==> src/include/sbl_pkg.sv <==
// Constants, state encoding and state record of the serial EEPROM boot loader
package sbl_pkg;
    // Strap value selecting SDRAM boot from serial EEPROM
    localparam logic [1:0]  SBL_STRAP_SERIAL  = 2'h3;
    // Serial port B field values forced during boot
    localparam logic        SBL_BOOT_CE       = 1'h1;
    localparam logic [1:0]  SBL_BOOT_WLEN     = 2'h3;
    localparam logic        SBL_BOOT_SEL_POL  = 1'h0;
    localparam logic [1:0]  SBL_BOOT_MODE     = 2'h2;
    localparam logic        SBL_BOOT_ORDER    = 1'h1;
    localparam logic        SBL_BOOT_FLAG     = 1'h1;
    localparam logic [11:0] SBL_BOOT_DIV      = 12'h00f;
    // Serial port B default field values, loaded when done
    localparam logic        SBL_DEF_CE        = 1'h0;
    localparam logic [1:0]  SBL_DEF_WLEN      = 2'h0;
    localparam logic        SBL_DEF_SEL_POL   = 1'h0;
    localparam logic [1:0]  SBL_DEF_MODE      = 2'h0;
    localparam logic        SBL_DEF_ORDER     = 1'h0;
    localparam logic        SBL_DEF_FLAG      = 1'h0;
    localparam logic [11:0] SBL_DEF_DIV       = 12'h000;
    // Word positions in the EEPROM stream
    localparam logic [31:0] SBL_IDX_COUNT     = 32'h1;
    localparam logic [31:0] SBL_IDX_IMAGE     = 32'h21;
    localparam logic [1:0]  SBL_LAST_BYTE     = 2'h3;
    localparam logic [31:0] SBL_WORD_BYTES    = 32'h4;
    // Count is unknown until word 1 arrives, so start at the maximum
    localparam logic [31:0] SBL_NUM_WORDS_RST = 32'hffffffff;

    typedef enum logic [2:0] {
        SBL_IDLE, SBL_XFER, SBL_WORD, SBL_CFG_WR, SBL_MEM_WR, SBL_NEXT,
        SBL_RESTORE, SBL_DONE
    } sbl_state_t;

    typedef struct packed {
        sbl_state_t  st;
        logic        serial;
        logic        hold;
        logic        done;
        logic        active;
        logic [7:0]  tx_byte;
        logic [1:0]  byte_cnt;
        logic [31:0] word;
        logic [31:0] num_words;
        logic [31:0] word_idx;
        logic [31:0] mem_addr;
        logic        ce;
        logic [1:0]  wlen;
        logic        sel_pol;
        logic [1:0]  mode;
        logic        order;
        logic        rate_en;
        logic        sync_tim;
        logic        ref_sel;
        logic        tx_inv;
        logic [11:0] div;
    } sbl_regs_t;

    // Port B leaves reset already in SPI master mode
    localparam sbl_regs_t SBL_REGS_RST = '{
        st: SBL_IDLE, serial: 1'h0, hold: 1'h1, done: 1'h0, active: 1'h0,
        tx_byte: 8'h00, byte_cnt: 2'h0, word: 32'h0,
        num_words: SBL_NUM_WORDS_RST, word_idx: 32'h0, mem_addr: 32'h0,
        ce: SBL_BOOT_CE, wlen: SBL_BOOT_WLEN, sel_pol: SBL_BOOT_SEL_POL,
        mode: SBL_BOOT_MODE, order: SBL_BOOT_ORDER, rate_en: SBL_BOOT_FLAG,
        sync_tim: SBL_BOOT_FLAG, ref_sel: SBL_BOOT_FLAG, tx_inv: SBL_BOOT_FLAG,
        div: SBL_BOOT_DIV};
endpackage

==> src/rtl/sbl_loader.sv <==
// Serial EEPROM boot loader driving serial port B and system memory
//
// Operation
// - Loader runs only when the boot strap reads 11.
// - Straps 00, 01, 10 mean parallel boot; loader stays idle.
// - Loader copies EEPROM contents to memory through serial port B.
// - Only serial port B is used; the EEPROM must sit on it.
// - Port B is in SPI master mode right out of reset.
// - After the copy every changed port B field returns to default.
// - Boot sets channel enable to 1 and word length to 3.
// - Boot sets select polarity 0 and port mode 2, SPI master.
// - Boot sets shift order to 1, most significant bit first.
// - Boot sets rate enable, sync timing, clock select, tx invert to 1.
// - Boot loads rate divisor with 00f for a 1.5 MHz clock.
// - Copy takes about one serial clock per EEPROM bit.
// - Memory controller is configured before any memory write.
// - EEPROM starts with a header; first word slot is discarded.
// - Header word count gives total words; exactly that many fetched.
`timescale 1ns/10ps
`default_nettype none
module sbl_loader #(
    parameter logic [7:0]  READ_CMD = 8'h03,      // EEPROM read opcode
    parameter logic [31:0] MEM_BASE = 32'h0       // Image load address
) (
    input  wire logic         core_clk,           // 10 MHz clock
    input  wire logic         rstn,               // Async reset, active low
    input  wire logic [1:0]   boot_cfg,           // Boot strap
    output logic              spi_xfer_req,       // Byte exchange request
    output logic [7:0]        spi_tx_byte,        // Byte to send
    input  wire logic         spi_xfer_ack,       // Exchange done pulse
    input  wire logic [7:0]   spi_rx_byte,        // Byte received
    output logic              eeprom_read_active, // Read frame open
    output logic              cfg_wr_valid,       // Controller config write
    input  wire logic         cfg_wr_ready,       // Config write taken
    output logic [5:0]        cfg_wr_index,       // Header word position
    output logic [31:0]       cfg_wr_data,        // Header word
    output logic              mem_wr_valid,       // Memory write
    input  wire logic         mem_wr_ready,       // Memory write taken
    output logic [31:0]       mem_wr_addr,        // Memory byte address
    output logic [31:0]       mem_wr_data,        // Image word
    output logic              chan_enable,        // Port B channel enable
    output logic [1:0]        word_length_select, // Port B word length
    output logic              select_polarity,    // Port B select polarity
    output logic [1:0]        port_mode,          // Port B mode
    output logic              shift_order_select, // Port B bit order
    output logic              rate_generator_enable, // Rate generator on
    output logic              timing_select,      // Port B sync timing
    output logic              reference_clock_select, // Rate reference
    output logic              transmit_clock_invert,  // Tx clock invert
    output logic [11:0]       rate_divisor,       // Rate divisor
    output logic              cpu_hold,           // Hold processor fetch
    output logic              boot_done,          // Loader finished
    output logic              serial_boot         // Serial boot selected
);
    import sbl_pkg::*;

    // ==========================================================
    // State
    sbl_regs_t st_reg;
    sbl_regs_t st_next;

    always_ff @(posedge core_clk or negedge rstn) begin
        if (!rstn) begin
            st_reg <= SBL_REGS_RST;
        end else begin
            st_reg <= st_next;
        end
    end

    // ==========================================================
    // Sequencer
    always_comb begin
        st_next = st_reg;
        unique case (st_reg.st)
            SBL_IDLE: begin
                st_next.serial = (boot_cfg == SBL_STRAP_SERIAL);
                st_next.mem_addr = MEM_BASE;
                if (boot_cfg == SBL_STRAP_SERIAL) begin
                    st_next.st = SBL_XFER;
                    st_next.tx_byte = READ_CMD;
                    st_next.active = 1'h1;
                end else begin
                    st_next.st = SBL_RESTORE;
                end
            end
            SBL_XFER: begin
                if (spi_xfer_ack) begin
                    // first byte lands in low lane
                    st_next.word[{st_reg.byte_cnt, 3'h0} +: 8] = spi_rx_byte;
                    // Address bytes and later slots are sent as zero
                    st_next.tx_byte = 8'h00;
                    st_next.byte_cnt = st_reg.byte_cnt + 2'h1;
                    if (st_reg.byte_cnt == SBL_LAST_BYTE) begin
                        st_next.st = SBL_WORD;
                    end
                end
            end
            SBL_WORD: begin
                if (st_reg.word_idx == SBL_IDX_COUNT) begin
                    st_next.num_words = st_reg.word;
                end
                if (st_reg.word_idx >= SBL_IDX_IMAGE) begin
                    st_next.st = SBL_MEM_WR;
                end else if (st_reg.word_idx > SBL_IDX_COUNT) begin
                    st_next.st = SBL_CFG_WR;
                end else begin
                    st_next.st = SBL_NEXT;
                end
            end
            SBL_CFG_WR: begin
                if (cfg_wr_ready) begin
                    st_next.st = SBL_NEXT;
                end
            end
            SBL_MEM_WR: begin
                if (mem_wr_ready) begin
                    st_next.mem_addr = st_reg.mem_addr + SBL_WORD_BYTES;
                    st_next.st = SBL_NEXT;
                end
            end
            SBL_NEXT: begin
                st_next.word_idx = st_reg.word_idx + 32'h1;
                // stop after exactly the counted words
                if (st_reg.word_idx + 32'h1 >= st_reg.num_words) begin
                    st_next.st = SBL_RESTORE;
                    st_next.active = 1'h0;
                end else begin
                    st_next.st = SBL_XFER;
                end
            end
            SBL_RESTORE: begin
                // port B back to default values
                st_next.ce = SBL_DEF_CE;
                st_next.wlen = SBL_DEF_WLEN;
                st_next.sel_pol = SBL_DEF_SEL_POL;
                st_next.mode = SBL_DEF_MODE;
                st_next.order = SBL_DEF_ORDER;
                st_next.rate_en = SBL_DEF_FLAG;
                st_next.sync_tim = SBL_DEF_FLAG;
                st_next.ref_sel = SBL_DEF_FLAG;
                st_next.tx_inv = SBL_DEF_FLAG;
                st_next.div = SBL_DEF_DIV;
                st_next.st = SBL_DONE;
            end
            SBL_DONE: begin
                st_next.hold = 1'h0;
                st_next.done = 1'h1;
            end
        endcase
    end

    // ==========================================================
    // Outputs
    // next byte requested right after each ack, except after the last byte of a word
    assign spi_xfer_req           = (st_reg.st == SBL_XFER);
    assign spi_tx_byte            = st_reg.tx_byte;
    assign eeprom_read_active     = st_reg.active;
    assign cfg_wr_valid           = (st_reg.st == SBL_CFG_WR);
    assign cfg_wr_index           = st_reg.word_idx[5:0];
    assign cfg_wr_data            = st_reg.word;
    assign mem_wr_valid           = (st_reg.st == SBL_MEM_WR);
    assign mem_wr_addr            = st_reg.mem_addr;
    assign mem_wr_data            = st_reg.word;
    assign chan_enable            = st_reg.ce;
    assign word_length_select     = st_reg.wlen;
    assign select_polarity        = st_reg.sel_pol;
    assign port_mode              = st_reg.mode;
    assign shift_order_select     = st_reg.order;
    assign rate_generator_enable  = st_reg.rate_en;
    assign timing_select          = st_reg.sync_tim;
    assign reference_clock_select = st_reg.ref_sel;
    assign transmit_clock_invert  = st_reg.tx_inv;
    assign rate_divisor           = st_reg.div;
    assign cpu_hold               = st_reg.hold;
    assign boot_done              = st_reg.done;
    assign serial_boot            = st_reg.serial;
endmodule
`default_nettype wire

==> config.mk <==
export PLATFORM = sky130hd
export DESIGN_NAME = sbl_loader
export DESIGN_NICKNAME = d
export VERILOG_FILES = /design/src/include/sbl_pkg.sv /design/src/rtl/sbl_loader.sv
export SDC_FILE = /design/constraint.sdc
export NUM_CORES = 1
export LEC_CHECK = 0
export ABC_AREA = 1
export BUFFER_PORTS_ARGS = -buffer_cell sky130_fd_sc_hd__buf_2
export CAP_MARGIN = 20
export CORE_ASPECT_RATIO = 1.2
export CORE_MARGIN = 10
export CORE_UTILIZATION = 62
export CTS_CLUSTER_SIZE = 40
export DETAILED_ROUTE_END_ITERATION = 6
export MAX_ROUTING_LAYER = met4
export PLACE_DENSITY = 0.87
export SLEW_MARGIN = 20
export SYNTH_ARGS = -nofsm -noshare
export SYNTH_HDL_FRONTEND = slang
export SYNTH_SLANG_ARGS = --single-unit
==> constraint.sdc <==
create_clock -name core_clk -period 7.6 [get_ports core_clk]
set_input_delay 0.38 -clock core_clk [delete_from_list [all_inputs] [get_ports core_clk]]
set_output_delay 0.38 -clock core_clk [all_outputs]
set_load 0.1 [all_outputs]
==> results.md <==
- Status: complete, no violations
- Max Fclk: 0.3164 GHz
- Clock Tree Buf Depth: 2
- Total grt overflow: 0
- CP max FO: 8
- Register area: 3471 sq um
- Vias per cell: ~5.4
- Area Growth Syn to Fin: 5.750%
- Worst min path class: in -> reg
- TritonCTS Buffers: 17
- Post-synthesis adder-cell area fraction: 0.05723
- Largest family of logic cells by synthesized area: simple AND/OR/NAND/NOR gates
- Die Footprint: between 20,000 and 25,000 sq um
- Critical Path Most Common Cell: nand2_1
- Largest stage delay on the critical path: between 400 and 500 ps
- Synth Area in Simple Gates: 0.2449
- DR iter-0 viols: a little under 600
- Gr usage total: 0.2275
- CP Capture Type: flip-flop
- Placed instance area: between 9000 and 10,000 sq um
- Buf+Inv Stages, Crit Path: 4
- First-pass GRT wire length: around 36,000 microns
- Final Critical Period: between 3000 and 4000 ps
- Final period util: 0.4158
- Overall via count from detail_route: slightly below 8,000
- Hold_sp: spi_rx_byte[4]
- Row Count: 48
- Fraction of registers with async set/reset: 1.000
- Avg Synthesized Cell Area: between 7 and 8 sq um
- Clock latency on the worst-skew pair: 430 ps
- CP required: ~8000 ps
- Share of cells above drive strength 1: 0.1953
- Core footprint: 14,470 sq um
- Post-synthesis compound-gate area fraction: 0.09306
- Setup Skew: 9.296 ps
- Io pins: ~160
- Post-Place Cells: 1,400
- Rel. slew slack: 0.3173
- Synth Flop Type: dfrtp_1
- PortBufs: approximately 140
- H-Tree Depth: 4
- Vias in the first global route: between 7,000 and 8,000
- Library cells used by synthesis: 47
- Worst Path Arrival: about 3500 ps
- Hold Slack: 236.4 ps
- R2r worst-path depth: 21
- Worst ir drop on vdd: 0.2095 mV
- Slowest CP cell: dfrtp_1
- Post-Layout Cell Count: 1,434
- Top delay family on crit path: simple AND/OR/NAND/NOR gates
- DRT antenna net count: 0
- Synthesis Warnings: 0
- Layout fillers: between 1,000 and 1,500
- Final instance area: 9711 sq um
- FF+latch count, synth: 137
- Register area share after synthesis: 0.3780
- Pin count of the biggest net entering global routing: 75
- Max Slew Vio Count: 0
- Die Y: around 150 microns
- Setup ws final: between 4000 and 5000 ps
- Layout Nets: 1,278
- Cell count after synthesis: about 1,200
- Worst Max-Slew Pin Slew: roughly 1000 ps
- R2R setup slack: ~4400 ps
- Leak Pwr: slightly below 5 nW
- GP Congestion: 0.9838
- Worst-path clk slew: roughly 60 ps
- DP Worst Slack: roughly 4500 ps
- DR DRC count: 0
- R2R Path End: st_reg[166]
- Post-synth EDFFs: 0
- Startpoint Class: flip-flop
- Dpl hpwl: between 15,000 and 20,000 microns
- Max-cap violations: 0
- DRT Wirelength: approximately 22,000 microns
- Clock root buffer: clkbuf_16
- Hold worst-path end: cfg_wr_data[20]
- Power per standard cell area: between 150 and 200 nW/um^2
- Antenna violations before repair: 0
- Hold depth: 3
- Mux contribution to synthesized area: 0
- Setup CP Type: reg -> reg
- CTS tree: yes
- Max reg flops: 63
- TNS Setup: 0 ps
- TritonRoute pass-1 iters: 5
- Cell Area, Synth: between 9000 and 10,000 sq um
- XOR/XNOR Fraction of Synth Area: 0.02766
- WL/cell: about 15 microns
- Unrepaired setup endpoints after global routing: false
- Number of diodes: 0
- Worst r2r src: cfg_wr_index[0]
- # setup viols final: 0
- Hold Fails Final Rpt: 0
- CTS sink count: about 140
- Multi-input gate area: ~4000 sq um
- Starting Density: 0.6344
- Critical-path cell list: ha_1 -> nand3_2 -> inv_1 -> nand2_1 -> nor2_2 -> nand3_1 -> nor3_2 -> nand2_1 -> xor2_1 -> inv_1 -> ha_1 -> nand2_1 -> inv_1 -> nand4_1 -> a21oi_1 -> nor2_1 -> nand2_1 -> nand2_1 -> nand4_1 -> nand2_1 -> inv_1
- Die width: 131.1 microns
## Yosys cell counts (2+ instances only)
cell | n | area share
nand3_2 | 3 | 0.0033
clkbuf_1 | 14 | 0.0057
dfstp_2 | 34 | 0.097
nor3_1 | 20 | 0.011
nand3_1 | 56 | 0.031
nor2_4 | 13 | 0.016
o21ai_1 | 8 | 0.0044
o31ai_1 | 6 | 0.0049
o21ai_0 | 106 | 0.058
xor2_1 | 26 | 0.025
or2_2 | 3 | 0.0020
nor4_1 | 10 | 0.0068
nor2_1 | 86 | 0.035
nand2_4 | 2 | 0.0025
o22ai_1 | 2 | 0.0014
nor3_2 | 3 | 0.0033
inv_1 | 185 | 0.076
ha_1 | 42 | 0.057
buf_4 | 138 | 0.11
a21o_1 | 2 | 0.0016
nor2_2 | 4 | 0.0027
nand4_1 | 32 | 0.022
xnor2_1 | 3 | 0.0029
a21oi_1 | 28 | 0.015
dfrtp_1 | 103 | 0.28
nand2_1 | 247 | 0.10
buf_2 | 3 | 0.0016
o21a_1 | 3 | 0.0025
nand2_2 | 3 | 0.0020
## worst max path at each step
| stage | start | end | slack, ps | cells after the start |
|---|---|---|---|---|
| after global placement | cfg_wr_index[0] | st_reg[167] | 4640 | 21 |
| final | cfg_wr_index[0] | st_reg[166] | 4440 | 21 |
| after CTS | cfg_wr_index[0] | st_reg[166] | 4460 | 21 |
| after floorplan | cfg_wr_index[0] | st_reg[167] | 4960 | 21 |
| after global routing | cfg_wr_index[0] | st_reg[167] | 4170 | 21 |
| after detailed placement | cfg_wr_index[0] | st_reg[166] | 4510 | 21 |
## cell usage in the layout (no fill, tap or decap), types with 8 or more instances in the layout
master,n
buf_2,135
o21ai_0,106
xor2_1,26
nor3_1,20
nand3_1,56
nor2_4,13
a21oi_1,28
ha_1,42
nand4_1,32
nor2_1,86
dfstp_2,34
inv_1,184
dfrtp_1,103
nand2_1,247
clkbuf_16,17
o21ai_1,8
nor4_1,10
conb_1,18
## tightest hold or removal path: cells and delay by family
kind | cells | cell delay [ps]
buffers and inverters | 1 | 100
AND/OR/NAND/NOR | 1 | 70
AO/OA/AOI/OAI | 1 | 70
## power by group
part / internal, mW / switching, mW
Sequential: 0.743 / 0.0145
Clock: 0.526 / 0.329
Combinational: 0.0266 / 0.245
## cell type report
type                    count  share of cell area
inverters                 188             0.07280
clock buffers              18             0.04523
repair buffers            139             0.07409
flip-flops and latches    137              0.3574
clock inverters            14             0.01791
well taps                 200             0.02577
multi-input cells         738              0.4068
## logic make-up after synthesis
group           count (synthesis)
flops                         137
simple gates                  488
xor+xnor                       29
compound gates                161
fa+ha+maj                      42
other cells                     1
buf+inv                       345
## through the flow
stage          utilization  power, mW
4_1_cts             0.6699      1.896
3_5_place_dp        0.6268      1.041
2_1_floorplan            -      1.025
5_1_grt             0.6709      1.942
3_3_place_gp        0.6268      1.038
6_report            0.6709      1.885
## routing by layer
layer | vias up | wire length, microns | track usage
met5 | - | 0 | -
li1 | 3723 | - | -
met4 | 0 | 768 | 0.09867
met1 | 3569 | 9442 | 0.2769
met2 | 336 | 10480 | 0.3570
met3 | 55 | 1512 | 0.04567
## timing repair
action                    4_1_cts  5_1_grt
hold endpoints to repair       50        0
gates resized for setup         0        0
buffers inserted                0        0
hold buffers                    1        0
No activity file was read; power rests on OpenSTA's default activity.
